[src/caf_pkg.sv]
// Package of constants and types for the CAN receive acceptance filter.
package caf_pkg;
	// ==================================================================
	// Register byte addresses.
	localparam logic [7:0] OFF_FSID = 8'h00;
	localparam logic [7:0] OFF_FEXT = 8'h40;
	localparam logic [7:0] OFF_SEL_LO = 8'h80;
	localparam logic [7:0] OFF_SEL_HI = 8'h84;
	localparam logic [7:0] OFF_MSID = 8'h88;
	localparam logic [7:0] OFF_MEXT = 8'h94;
	localparam logic [7:0] OFF_FULL_LO = 8'ha0;
	localparam logic [7:0] OFF_FULL_HI = 8'ha4;
	localparam logic [7:0] OFF_OVF_LO = 8'ha8;
	localparam logic [7:0] OFF_OVF_HI = 8'hac;
	localparam logic [7:0] OFF_FEN = 8'hb0;
	localparam logic [7:0] OFF_BP = 8'hb4;
	localparam logic [7:0] OFF_IST = 8'hc4;
	localparam logic [7:0] OFF_IMASK = 8'hc8;
	// ==================================================================
	// Field positions in the standard-ID registers.
	localparam int SID_LSB = 5;
	localparam int SID_W = 11;
	localparam int TYPE_BIT = 3;
	localparam int EXTHI_W = 2;
	localparam int EID_W = 18;
	localparam logic [15:0] STD_WMASK = 16'hffeb;
	// ==================================================================
	// Reset values and codes.
	localparam logic [15:0] FEN_RST = 16'hffff;
	localparam logic [15:0] REG_RST = 16'h0000;
	localparam logic [1:0] MSEL_RSVD = 2'h3;
	localparam logic [3:0] BP_FIFO = 4'hf;
	localparam int IRQ_ACC = 0;
	localparam int IRQ_OVF = 1;
	localparam logic [1:0] RESP_OKAY = 2'h0;
	localparam logic [1:0] RESP_SLVERR = 2'h2;
	// Whole state of the filter block.
	typedef struct packed {
		logic [15:0][15:0] fsid;
		logic [15:0][15:0] fext;
		logic [15:0] sel_lo;
		logic [15:0] sel_hi;
		logic [2:0][15:0] msid;
		logic [2:0][15:0] mext;
		logic [31:0] full;
		logic [31:0] ovf;
		logic [15:0] fen;
		logic [3:0][15:0] bp;
		logic [1:0] ist;
		logic [1:0] imask;
		logic aw_have;
		logic w_have;
		logic [7:0] awaddr;
		logic [31:0] wdata;
		logic [3:0] wstrb;
		logic bvalid;
		logic [1:0] bresp;
		logic rvalid;
		logic [31:0] rdata;
		logic [1:0] rresp;
		logic acc_valid;
		logic acc_fifo;
		logic [4:0] acc_buf;
		logic [4:0] acc_hit;
	} caf_state_t;
endpackage

[src/caf_rx_filter.sv]
// Receive acceptance filter, buffer status flags and AXI4-Lite registers.
//
// Overview of operation
// (RL1) Compared standard ID bits must equal filter.
// (RL2) Compared 18 extended ID bits must equal.
// (RL3) Type enforce uses filter extended select bit.
// (RL4) Two-bit source picks mask 0, 1, 2.
// (RL5) Mask sources packed two bits per filter.
// (RL6) Mask standard bit one means compare it.
// (RL7) Mask extended bit one means compare it.
// (RL8) Enforced type must match extended select bit.
// (RL9) Without enforce, either frame type may match.
// (RL10) Set buffer full flag when buffer filled.
// (RL11) Software clears full flags after emptying buffer.
// (RL12) Set overflow when writing an already full buffer.
// (RL13) Software clears overflow flags by writing.
// (RL14) Unimplemented standard-ID bits 4, 2 read zero.
// (RL15) Disabled filters never take part in acceptance.
// (RL16) Hit stores frame at pointer; 1111 means FIFO.
// (RL17) Record hitting filter number as hit code.
// (RL18) Hit needs all compared bits and type match.
`timescale 1ns/1ps
`default_nettype none
module caf_rx_filter (
	input wire logic aclk,
	input wire logic aresetn,
	input wire logic [31:0] s_axi_awaddr,
	input wire logic s_axi_awvalid,
	output logic s_axi_awready,
	input wire logic [31:0] s_axi_wdata,
	input wire logic [3:0] s_axi_wstrb,
	input wire logic s_axi_wvalid,
	output logic s_axi_wready,
	output logic [1:0] s_axi_bresp,
	output logic s_axi_bvalid,
	input wire logic s_axi_bready,
	input wire logic [31:0] s_axi_araddr,
	input wire logic s_axi_arvalid,
	output logic s_axi_arready,
	output logic [31:0] s_axi_rdata,
	output logic [1:0] s_axi_rresp,
	output logic s_axi_rvalid,
	input wire logic s_axi_rready,
	input wire logic frm_valid,
	input wire logic [10:0] frm_sid,
	input wire logic [17:0] frm_eid,
	input wire logic frm_ext,
	input wire logic [4:0] fifo_buf_idx,
	output logic acc_valid,
	output logic [4:0] acc_buf,
	output logic acc_fifo,
	output logic [4:0] acc_hit,
	output logic irq
);
	import caf_pkg::*;

	caf_state_t st_reg;
	caf_state_t st_next;

	// ==================================================================
	// Filter matching.
	// One filter against the incoming frame; a reserved mask source never
	// hits, so a misprogrammed filter stays silent instead of matching all.
	function automatic logic filt_hit(input caf_state_t s, input int i,
			input logic [10:0] sid, input logic [17:0] eid,
			input logic ext);
		logic [1:0] sel;
		logic [15:0] fs;
		logic [15:0] ms;
		logic [17:0] fe;
		logic [17:0] me;
		logic sid_ok;
		logic eid_ok;
		logic type_ok;
		sel = (i < 8) ? s.sel_lo[2*i +: 2] : s.sel_hi[2*(i-8) +: 2]; // [RL5]
		fs = s.fsid[i];
		ms = (sel == MSEL_RSVD) ? 16'h0000 : s.msid[sel]; // [RL4]
		fe = {fs[EXTHI_W-1:0], s.fext[i]};
		me = {ms[EXTHI_W-1:0], (sel == MSEL_RSVD) ? 16'h0000 : s.mext[sel]};
		sid_ok = ((fs[SID_LSB +: SID_W] ^ sid)
			& ms[SID_LSB +: SID_W]) == 11'h000; // [RL1] [RL6]
		eid_ok = ((fe ^ eid) & me) == 18'h00000; // [RL2] [RL7]
		type_ok = !ms[TYPE_BIT] || (fs[TYPE_BIT] == ext); // [RL3] [RL8]
		filt_hit = (sel != MSEL_RSVD) && s.fen[i] && type_ok // [RL15]
			&& sid_ok && (!ext || eid_ok); // [RL9] [RL18]
	endfunction

	// Byte-lane merge for the 16-bit registers.
	function automatic logic [15:0] wr16(input logic [15:0] old,
			input logic [31:0] d, input logic [3:0] strb);
		wr16 = {strb[1] ? d[15:8] : old[15:8], strb[0] ? d[7:0] : old[7:0]};
	endfunction

	// Read decode; bit 0 of the result flags a mapped address.
	function automatic logic [32:0] rd_dec(input caf_state_t s,
			input logic [7:0] a);
		logic [32:0] r;
		r = {16'h0000, 16'h0000, 1'b1};
		if (a < OFF_FEXT)
			r[16:1] = s.fsid[a[5:2]] & STD_WMASK; // [RL14]
		else if (a < OFF_SEL_LO)
			r[16:1] = s.fext[a[5:2]];
		else if (a >= OFF_MSID && a < OFF_MEXT)
			r[16:1] = s.msid[2'((a - OFF_MSID) >> 2)] & STD_WMASK; // [RL14]
		else if (a >= OFF_MEXT && a < OFF_FULL_LO)
			r[16:1] = s.mext[2'((a - OFF_MEXT) >> 2)];
		else if (a >= OFF_BP && a < OFF_IST)
			r[16:1] = s.bp[2'((a - OFF_BP) >> 2)];
		else begin
			unique case (a)
				OFF_SEL_LO: r[16:1] = s.sel_lo;
				OFF_SEL_HI: r[16:1] = s.sel_hi;
				OFF_FULL_LO: r[16:1] = s.full[15:0];
				OFF_FULL_HI: r[16:1] = s.full[31:16];
				OFF_OVF_LO: r[16:1] = s.ovf[15:0];
				OFF_OVF_HI: r[16:1] = s.ovf[31:16];
				OFF_FEN: r[16:1] = s.fen;
				OFF_IST: r[2:1] = s.ist;
				OFF_IMASK: r[2:1] = s.imask;
				default: r[0] = 1'b0;
			endcase
		end
		if (a[1:0] != 2'h0)
			r[0] = 1'b0;
		rd_dec = r;
	endfunction

	// ==================================================================
	// Next-state logic.
	// The lowest-numbered hitting filter wins when several hit at once.
	always_comb begin
		logic hit_any;
		logic [3:0] hit_idx;
		logic [3:0] ptr;
		logic [4:0] tgt;
		logic [31:0] set_full;
		logic [31:0] set_ovf;
		logic [31:0] clr_full;
		logic [31:0] clr_ovf;
		logic [1:0] set_ist;
		logic [1:0] clr_ist;
		logic [7:0] a;
		logic [32:0] rd;
		hit_any = 1'b0;
		hit_idx = 4'h0;
		ptr = 4'h0;
		tgt = 5'h00;
		set_full = 32'h00000000;
		set_ovf = 32'h00000000;
		clr_full = 32'h00000000;
		clr_ovf = 32'h00000000;
		set_ist = 2'h0;
		clr_ist = 2'h0;
		a = st_reg.awaddr;
		rd = 33'h000000000;
		st_next = st_reg;
		st_next.acc_valid = 1'b0;

		// Acceptance of one frame per frm_valid pulse.
		for (int i = 15; i >= 0; i--) begin
			if (filt_hit(st_reg, i, frm_sid, frm_eid, frm_ext)) begin
				hit_any = 1'b1;
				hit_idx = 4'(i);
			end
		end
		if (frm_valid && hit_any) begin
			ptr = st_reg.bp[hit_idx[3:2]][4*hit_idx[1:0] +: 4];
			tgt = (ptr == BP_FIFO) ? fifo_buf_idx : {1'b0, ptr}; // [RL16]
			set_full[tgt] = 1'b1; // [RL10]
			set_ovf[tgt] = st_reg.full[tgt]; // [RL12]
			set_ist[IRQ_ACC] = 1'b1;
			set_ist[IRQ_OVF] = st_reg.full[tgt];
			st_next.acc_valid = 1'b1;
			st_next.acc_buf = tgt;
			st_next.acc_fifo = (ptr == BP_FIFO); // [RL16]
			st_next.acc_hit = {1'b0, hit_idx}; // [RL17]
		end

		// Write channel: address and data are taken in either order.
		if (s_axi_awvalid && s_axi_awready) begin
			st_next.aw_have = 1'b1;
			st_next.awaddr = s_axi_awaddr[7:0];
		end
		if (s_axi_wvalid && s_axi_wready) begin
			st_next.w_have = 1'b1;
			st_next.wdata = s_axi_wdata;
			st_next.wstrb = s_axi_wstrb;
		end
		if (st_reg.aw_have && st_reg.w_have) begin
			st_next.aw_have = 1'b0;
			st_next.w_have = 1'b0;
			st_next.bvalid = 1'b1;
			rd = rd_dec(st_reg, a);
			st_next.bresp = rd[0] ? RESP_OKAY : RESP_SLVERR;
			if (a[1:0] != 2'h0) begin
				st_next.bresp = RESP_SLVERR;
			end else if (a < OFF_FEXT) begin
				st_next.fsid[a[5:2]] = wr16(st_reg.fsid[a[5:2]],
					st_reg.wdata, st_reg.wstrb) & STD_WMASK; // [RL14]
			end else if (a < OFF_SEL_LO) begin
				st_next.fext[a[5:2]] = wr16(st_reg.fext[a[5:2]],
					st_reg.wdata, st_reg.wstrb);
			end else if (a >= OFF_MSID && a < OFF_MEXT) begin
				st_next.msid[2'((a - OFF_MSID) >> 2)] = wr16(
					st_reg.msid[2'((a - OFF_MSID) >> 2)],
					st_reg.wdata, st_reg.wstrb) & STD_WMASK;
			end else if (a >= OFF_MEXT && a < OFF_FULL_LO) begin
				st_next.mext[2'((a - OFF_MEXT) >> 2)] = wr16(
					st_reg.mext[2'((a - OFF_MEXT) >> 2)],
					st_reg.wdata, st_reg.wstrb);
			end else if (a >= OFF_BP && a < OFF_IST) begin
				st_next.bp[2'((a - OFF_BP) >> 2)] = wr16(
					st_reg.bp[2'((a - OFF_BP) >> 2)],
					st_reg.wdata, st_reg.wstrb);
			end else begin
				unique case (a)
					OFF_SEL_LO: st_next.sel_lo = wr16(st_reg.sel_lo,
						st_reg.wdata, st_reg.wstrb);
					OFF_SEL_HI: st_next.sel_hi = wr16(st_reg.sel_hi,
						st_reg.wdata, st_reg.wstrb);
					OFF_FEN: st_next.fen = wr16(st_reg.fen,
						st_reg.wdata, st_reg.wstrb);
					OFF_FULL_LO: clr_full[15:0] = wr16(REG_RST,
						st_reg.wdata, st_reg.wstrb); // [RL11]
					OFF_FULL_HI: clr_full[31:16] = wr16(REG_RST,
						st_reg.wdata, st_reg.wstrb); // [RL11]
					OFF_OVF_LO: clr_ovf[15:0] = wr16(REG_RST,
						st_reg.wdata, st_reg.wstrb); // [RL13]
					OFF_OVF_HI: clr_ovf[31:16] = wr16(REG_RST,
						st_reg.wdata, st_reg.wstrb); // [RL13]
					OFF_IST: clr_ist = st_reg.wstrb[0] ?
						st_reg.wdata[1:0] : 2'h0;
					OFF_IMASK: st_next.imask = st_reg.wstrb[0] ?
						st_reg.wdata[1:0] : st_reg.imask;
					default: st_next.bresp = RESP_SLVERR;
				endcase
			end
		end
		if (st_reg.bvalid && s_axi_bready) begin
			st_next.bvalid = 1'b0;
		end

		// Sticky flags: a hardware set in the clearing cycle wins.
		st_next.full = (st_reg.full & ~clr_full) | set_full; // [RL10] [RL11]
		st_next.ovf = (st_reg.ovf & ~clr_ovf) | set_ovf; // [RL12] [RL13]
		st_next.ist = (st_reg.ist & ~clr_ist) | set_ist;

		// Read channel: answer one cycle after the address is taken.
		if (s_axi_arvalid && s_axi_arready) begin
			rd = rd_dec(st_reg, s_axi_araddr[7:0]);
			st_next.rvalid = 1'b1;
			st_next.rdata = {16'h0000, rd[16:1]};
			st_next.rresp = (rd[0] && s_axi_araddr[31:8] == 24'h000000) ?
				RESP_OKAY : RESP_SLVERR;
		end else if (st_reg.rvalid && s_axi_rready) begin
			st_next.rvalid = 1'b0;
		end
	end

	// State register; filter patterns and masks clear on reset as well.
	always_ff @(posedge aclk) begin
		if (!aresetn) begin
			st_reg <= '0;
			st_reg.fen <= FEN_RST;
		end else begin
			st_reg <= st_next;
		end
	end

	// ==================================================================
	// Outputs.
	// Address and data are refused while one write is still pending.
	assign s_axi_awready = !st_reg.aw_have && !st_reg.bvalid;
	assign s_axi_wready = !st_reg.w_have && !st_reg.bvalid;
	assign s_axi_bvalid = st_reg.bvalid;
	assign s_axi_bresp = st_reg.bresp;
	assign s_axi_arready = !st_reg.rvalid;
	assign s_axi_rvalid = st_reg.rvalid;
	assign s_axi_rdata = st_reg.rdata;
	assign s_axi_rresp = st_reg.rresp;
	assign acc_valid = st_reg.acc_valid;
	assign acc_buf = st_reg.acc_buf;
	assign acc_fifo = st_reg.acc_fifo;
	assign acc_hit = st_reg.acc_hit;
	assign irq = |(st_reg.ist & st_reg.imask);

	// ==================================================================
	// Assertions.
	a_full_set: assert property (@(posedge aclk) disable iff (!aresetn)
		acc_valid |-> st_reg.full[acc_buf]) // [RL10]
		else $error("Accepted buffer not marked full.");
	a_ovf_set: assert property (@(posedge aclk) disable iff (!aresetn)
		acc_valid && $past(st_reg.full[st_next.acc_buf]) |->
		st_reg.ovf[acc_buf]) // [RL12]
		else $error("Write to full buffer not flagged as overflow.");
	a_full_hold: assert property (@(posedge aclk) disable iff (!aresetn)
		$fell(st_reg.full[0]) |-> $past(st_reg.aw_have
		&& st_reg.w_have && st_reg.awaddr == OFF_FULL_LO)) // [RL11]
		else $error("Full flag cleared without a software write.");
	a_ovf_hold: assert property (@(posedge aclk) disable iff (!aresetn)
		$fell(st_reg.ovf[31]) |-> $past(st_reg.aw_have
		&& st_reg.w_have && st_reg.awaddr == OFF_OVF_HI)) // [RL13]
		else $error("Overflow flag cleared without a software write.");
	a_rsvd_zero: assert property (@(posedge aclk) disable iff (!aresetn)
		(st_reg.fsid[0][4] == 1'b0) && (st_reg.msid[0][2] == 1'b0)) // [RL14]
		else $error("Unimplemented standard-ID bit holds a one.");
	a_fifo_code: assert property (@(posedge aclk) disable iff (!aresetn)
		acc_valid |-> acc_fifo == ($past(st_reg.bp[st_next.acc_hit[3:2]]
		[4*st_next.acc_hit[1:0] +: 4]) == BP_FIFO)) // [RL16]
		else $error("FIFO routing disagrees with the buffer pointer.");
	a_fifo_target: assert property (@(posedge aclk) disable iff (!aresetn)
		acc_valid && acc_fifo |-> acc_buf == $past(fifo_buf_idx)) // [RL16]
		else $error("FIFO frame stored in the wrong buffer.");
	// Flags rise only when a frame is stored, never through the bus.
	a_full_by_hw: assert property (@(posedge aclk) disable iff (!aresetn)
		(st_reg.full & ~$past(st_reg.full)) != 32'h00000000
		|-> $past(frm_valid)) // [RL10]
		else $error("Full flag set without a received frame.");
	a_ovf_by_hw: assert property (@(posedge aclk) disable iff (!aresetn)
		(st_reg.ovf & ~$past(st_reg.ovf)) != 32'h00000000
		|-> $past(frm_valid && st_reg.full != 32'h00000000)) // [RL12]
		else $error("Overflow flag set without a frame to a full buffer.");
	a_hit_enabled: assert property (@(posedge aclk) disable iff (!aresetn)
		acc_valid |-> $past(st_reg.fen[st_next.acc_hit[3:0]])) // [RL15]
		else $error("Disabled filter accepted a frame.");
	a_no_frame: assert property (@(posedge aclk) disable iff (!aresetn)
		!frm_valid |=> !acc_valid) // [RL18]
		else $error("Accept pulse without a frame.");
	a_type_check: assert property (@(posedge aclk) disable iff (!aresetn)
		frm_valid && st_reg.fen == 16'h0001 && st_reg.sel_lo[1:0] == 2'h0
		&& st_reg.msid[0][TYPE_BIT] && st_reg.fsid[0][TYPE_BIT] != frm_ext
		|=> !acc_valid) // [RL3] [RL8]
		else $error("Frame of wrong type accepted.");
	a_rsvd_sel: assert property (@(posedge aclk) disable iff (!aresetn)
		frm_valid && st_reg.fen == 16'h0001
		&& st_reg.sel_lo[1:0] == MSEL_RSVD |=> !acc_valid) // [RL4]
		else $error("Reserved mask source produced a hit.");
	a_bresp_time: assert property (@(posedge aclk) disable iff (!aresetn)
		st_reg.aw_have && st_reg.w_have |=> s_axi_bvalid)
		else $error("Write answer late.");
endmodule // caf_rx_filter
`default_nettype wire

[config.mk]
export PLATFORM = sky130hd
export DESIGN_NAME = caf_rx_filter
export DESIGN_NICKNAME = d
export VERILOG_FILES = /design/src/caf_pkg.sv /design/src/caf_rx_filter.sv
export SDC_FILE = /design/constraint.sdc
export NUM_CORES = 2
export LEC_CHECK = 0
export BUFFER_PORTS_ARGS = -buffer_cell sky130_fd_sc_hd__buf_2
export CAP_MARGIN = 20
export CORE_MARGIN = 3
export CORE_UTILIZATION = 58
export CTS_CLUSTER_SIZE = 8
export DETAILED_ROUTE_END_ITERATION = 8
export PLACE_DENSITY = 0.82
export SLEW_MARGIN = 20
export SYNTH_ARGS = -nofsm -noshare
export SYNTH_HDL_FRONTEND = slang
export SYNTH_SLANG_ARGS = --single-unit
[constraint.sdc]
create_clock -name aclk -period 4.7 [get_ports aclk]
set_clock_uncertainty 0.15 [all_clocks]
set_input_delay 0 -clock aclk [delete_from_list [all_inputs] [get_ports aclk]]
set_output_delay 0 -clock aclk [all_outputs]
set_load 0.02 [all_outputs]
==> results.cfg, run 1 <==
[clocking]
clock-sinks = 809
cts_inserted_buffers = 112
cts_max_level = 3
clockRootBuffer = clkbuf_16
clockBufferDepth = 3

[synth]
synth-seq-cells = 809
syn_avg_cell_area_um2 = 8.18
syn_inst = 7557
yosysUniqueCellTypes = 103
synth_warnings = 0
synth_flop_cell = dfxtp_1
seq_area_frac_synth = 0.262
yosys.area.top_type = dfxtp_1
synthesis.area_mm2 = 0.0618
synth_area_leaders = dfxtp_1, mux4_2, mux2i_1
async_flop_share = 0
synth_edf_count = 0
yosysTopAreaCellShare = 0.262

[placed_design]
io_buffers = 135
hpwl_um = 293000
dp_slack_ps = -1220
place_inst = 10300
gp_congestion = 1.37

[die]
initial_utilization = 0.586
dieWidth_um = 333
boundaryPins = 197
dieHeight_um = 333
num_rows = 119

[outcome]
stop_error = [ERROR GRT-0232] Routing congestion too high. Check the congestion heatmap in the GUI.
stop_stage = 5_1_grt
outcome = aborted with a tool error

[grt]
grt_start_max_net_pins = 117
gr-total-overflow = 11
grt.total_usage = 0.820
==> per-layer routing <==
metal / GRT overflow / global-route usage
met1: 0 / 0.836
met2: 8 / 0.924
met3: 1 / 0.737
met4: 2 / 0.759
met5: 0 / 0.529
==> cell families after synthesis <==
kind of cell    after synthesis  share of synthesized area
simple gates               2529                      0.191
compound gates             1806                      0.201
mux                         969                      0.210
buf+inv                     951                     0.0650
flops                       809                      0.262
xor+xnor                    480                     0.0682
fa+ha+maj                    12                    0.00243
other cells                   1                  0.0000607
==> synthesized netlist by cell type, types with 55 or more instances <==
library cell	n
mux2_2	223
a211oi_1	346
o22ai_1	72
xnor2_1	376
nand2_1	292
nand2b_1	300
xor2_1	102
nor2_1	1167
inv_1	85
o21ai_0	175
mux2i_1	498
dfxtp_1	809
buf_1	72
nand3_1	75
clkbuf_1	585
o211ai_1	58
o221ai_1	57
nor4_1	68
buf_4	55
a22oi_1	116
a21oi_1	535
nor3_1	345
mux4_2	240
buf_2	139
==> through the flow <==
step / hold slack (ps) / utilization / cell area [um2] / setup TNS, ps
global placement: 34.0 / 0.738 / 78000 / -68380
floorplan: -53.4 / - / 62100 / -2050
CTS: 6.71 / 0.795 / 84000 / -31310
detailed placement: 41.6 / 0.739 / 78000 / -66000
==> timing repair <==
item	in CTS
endpoints found under the hold margin	124
pin swaps	58
setup buffers	59
setup endpoints to repair	71
gates resized for setup	269
cloned	6
hold buffers	116
==> run 2: changes to the inputs <==
--- a/config.mk
+++ b/config.mk
@@ -8,10 +8,9 @@
 export BUFFER_PORTS_ARGS = -buffer_cell sky130_fd_sc_hd__buf_2
 export CAP_MARGIN = 20
 export CORE_MARGIN = 3
-export CORE_UTILIZATION = 58
-export CTS_CLUSTER_SIZE = 8
+export CORE_UTILIZATION = 40
 export DETAILED_ROUTE_END_ITERATION = 8
-export PLACE_DENSITY = 0.82
+export PLACE_DENSITY_LB_ADDON = 0.15
 export SLEW_MARGIN = 20
 export SYNTH_ARGS = -nofsm -noshare
 export SYNTH_HDL_FRONTEND = slang
==> constraint.sdc (replaced) <==
create_clock -name aclk -period 6.1 [get_ports aclk]
set_clock_uncertainty 0.15 [all_clocks]
set_input_delay 0 -clock aclk [delete_from_list [all_inputs] [get_ports aclk]]
set_output_delay 0 -clock aclk [all_outputs]
set_load 0.02 [all_outputs]
==> run 2 against run 1 <==
Effect of this change: the flow now finishes, with violations (setup timing); synthesized cell count unchanged; area after synthesis unchanged.
==> results.cfg, run 2 <==
[die]
boundaryPins = 197
num_rows = 143
dieWidth_um = 399
initial_utilization = 0.405
core_area_mm2 = 0.153
dieHeight_um = 399
die_area_mm2 = 0.159

[sta]
fin_crit_ps = 6140
slew_violations = 0
hold_viol = 0
worstMarginPinSlew_ps = 1260
relSlewSlack = 0.160
finalSetupTns_ps = -137
setup_violations = 7
setup_slack_ps = -38.8
finalCritPeriodShare = 1.01
fmax_mhz = 163

[routing]
vias_per_cell = 6.83
dr.pass1.iters = 9
wl_met2_um = 158000
initialDrtViolationCount = 12300
vias = 70400
wl_met3_um = 64000
drc = 0
drt-total-wl_um = 418000
post_drt_wl_per_cell_um = 40.6
routed.top_layer = met5
wl_met1_um = 164000
final_antenna_net_count = 0

[clocking]
clock_latency_ps = 790
clk_pin_slew_ps = 60
clockRootBuffer = clkbuf_16
clockBufferDepth = 3
cts_inserted_buffers = 96
cts_tree = built
clock-sinks = 809
cts_max_level = 3

[worst_hold_path]
min_from = s_axi_araddr[5]
hp-class = primary input to register

[final_layout]
syn_to_final_growth_pct = 23.7
most-common-layout-cells = nor2_1, buf_4, dfxtp_1, a21oi_1, mux2i_1
final_common_cell = nor2_1
fin_nets = 8323
final_area_mm2 = 0.0765
layout-drive-gt1-share = 0.248
largest_reg_flops = 778

[grt]
grt.total_usage = 0.506
grt_start_max_net_pins = 174
gr-total-overflow = 0
grt_pass1_vias = 63500
grt_pass1_wl_um = 558000
antenna_found_initial = 53

[synth]
synth-seq-cells = 809
synth_commonest_cells = nor2_1, dfxtp_1, clkbuf_1, a21oi_1, mux2i_1
seq_area_frac_synth = 0.262
yosys.area.top_type = dfxtp_1
yosysTopAreaCellShare = 0.262
syn_avg_cell_area_um2 = 8.18
synth_most_common_cell = nor2_1
synthesis.area_mm2 = 0.0618
synth_flop_cell = dfxtp_1
syn_inst = 7557
synth_warnings = 0
yosysUniqueCellTypes = 103
synth_edf_count = 0
synth_area_leaders = dfxtp_1, mux4_2, mux2i_1
async_flop_share = 0

[placed_design]
gp_congestion = 1.14
hpwl_um = 321000
io_buffers = 135
dpl_cell_area_mm2 = 0.0714

[outcome]
violations = setup timing
outcome = finished, violations left

[pwr]
power.density_mw_per_mm2 = 183
seq_power_share = 0.385
p_sw_frac = 0.308
netSwitchingPower_mw = 4.31
p_leak_nw = 28.0
intPower_mw = 9.70
pwr-share-comb = 0.152
p_clk_frac = 0.463
ir_drop_mv = 0.286

[job]
drv_cap = 0

[worst_setup_path]
critPathKind = register to register
end_kind = register
rr_startpoint = st_reg[303]
worst_ep_arrival_time_ps = 6680
crit_required_ps = 6640
worstPathMaxFanout = 15
startpoint_type = register
startpoint = st_reg[303]
## run 2: layout make-up
cell class	instances	area [um2]
Timing Repair Buffer	1355	11600
Tap cell	2030	2540
Clock inverter	54	753
Fill cell	14600	76300
Inverter	91	349
Clock buffer	126	2720
Antenna cell	24	60.1
Multi-Input combinational cell	5815	42200
Sequential cell	809	16300
## run 2: worst paths after layout
check	to	cells past startpoint	slack, ps
worst max-delay path	st_reg[191]	23	-40
worst min-delay path	s_axi_rdata[1]	6	110
worst max register to register	st_reg[191]	23	-40
worst min register to register	acc_hit[2]	2	300
## run 2: worst max-delay path, stage by stage (launching register included)
cell and delay [ps]:
dfxtp_1 1010, mux2i_1 190, nor2_1 150, a21oi_1 50, o22ai_1 410, a2111oi_4 120, buf_4 160, o311a_1 240
or4_1 690, buf_12 210, a211oi_1 250, nor3_1 100, buf_4 130, mux2_2 270, buf_4 140, a2bb2oi_1 130
buf_4 150, o211ai_1 320, buf_4 170, o22ai_1 110, a221oi_4 330, o211ai_4 120, buf_12 210, o31ai_1 210
## run 2: power by group through the flow
stage	clock (mW)	combinational [mW]	sequential (mW)
final	6.48	2.14	5.39
after detailed placement	0	1.93	5.51
after CTS	6.49	2.00	5.39
after global placement	0	1.93	5.51
after floorplan	0	0.961	5.46
after global routing	6.67	2.13	5.39
## run 2: per-layer routing
| layer | GRT usage | vias to the layer above |
|---|---|---|
| met5 | 0 | - |
| met1 | 0.667 | 34600 |
| met3 | 0.224 | 1287 |
| met4 | 0.307 | 24 |
| met2 | 0.667 | 5712 |
| li1 | - | 28800 |
## run 2: cell families after synthesis
kind of cell / count (synthesis) / share of synthesized area
buf+inv: 951 / 0.0650
xor+xnor: 480 / 0.0682
compound gates: 1806 / 0.201
simple gates: 2529 / 0.191
fa+ha+maj: 12 / 0.00243
other cells: 1 / 0.0000607
mux: 969 / 0.210
flops: 809 / 0.262
## run 2: metrics by stage
step | power (mW) | setup WS (ps) | hold slack, ps | util | instances
finish | 14.0 | -38.8 | 106 | 0.501 | 10300
global route | 14.2 | -32.8 | 124 | 0.500 | 10300
CTS | 13.9 | 12.4 | 35.2 | 0.498 | 10300
detailed placement | 7.44 | -306 | 38.6 | 0.467 | 9976
global placement | 7.44 | -462 | 38.0 | 0.467 | 9976
floorplan | 6.42 | 997 | -53.4 | - | 7575
## run 2: timing repair
| item | CTS | global route |
|---|---|---|
| cloned | 0 | 1 |
| endpoints found under the hold margin | 134 | 0 |
| pin swaps | 0 | 6 |
| hold buffers | 114 | 0 |
| gates resized for setup | 14 | 48 |
| buffers inserted | 0 | 7 |
| endpoints found under the setup margin | 48 | 59 |
Note: power is estimated with default switching activity, not from simulation.
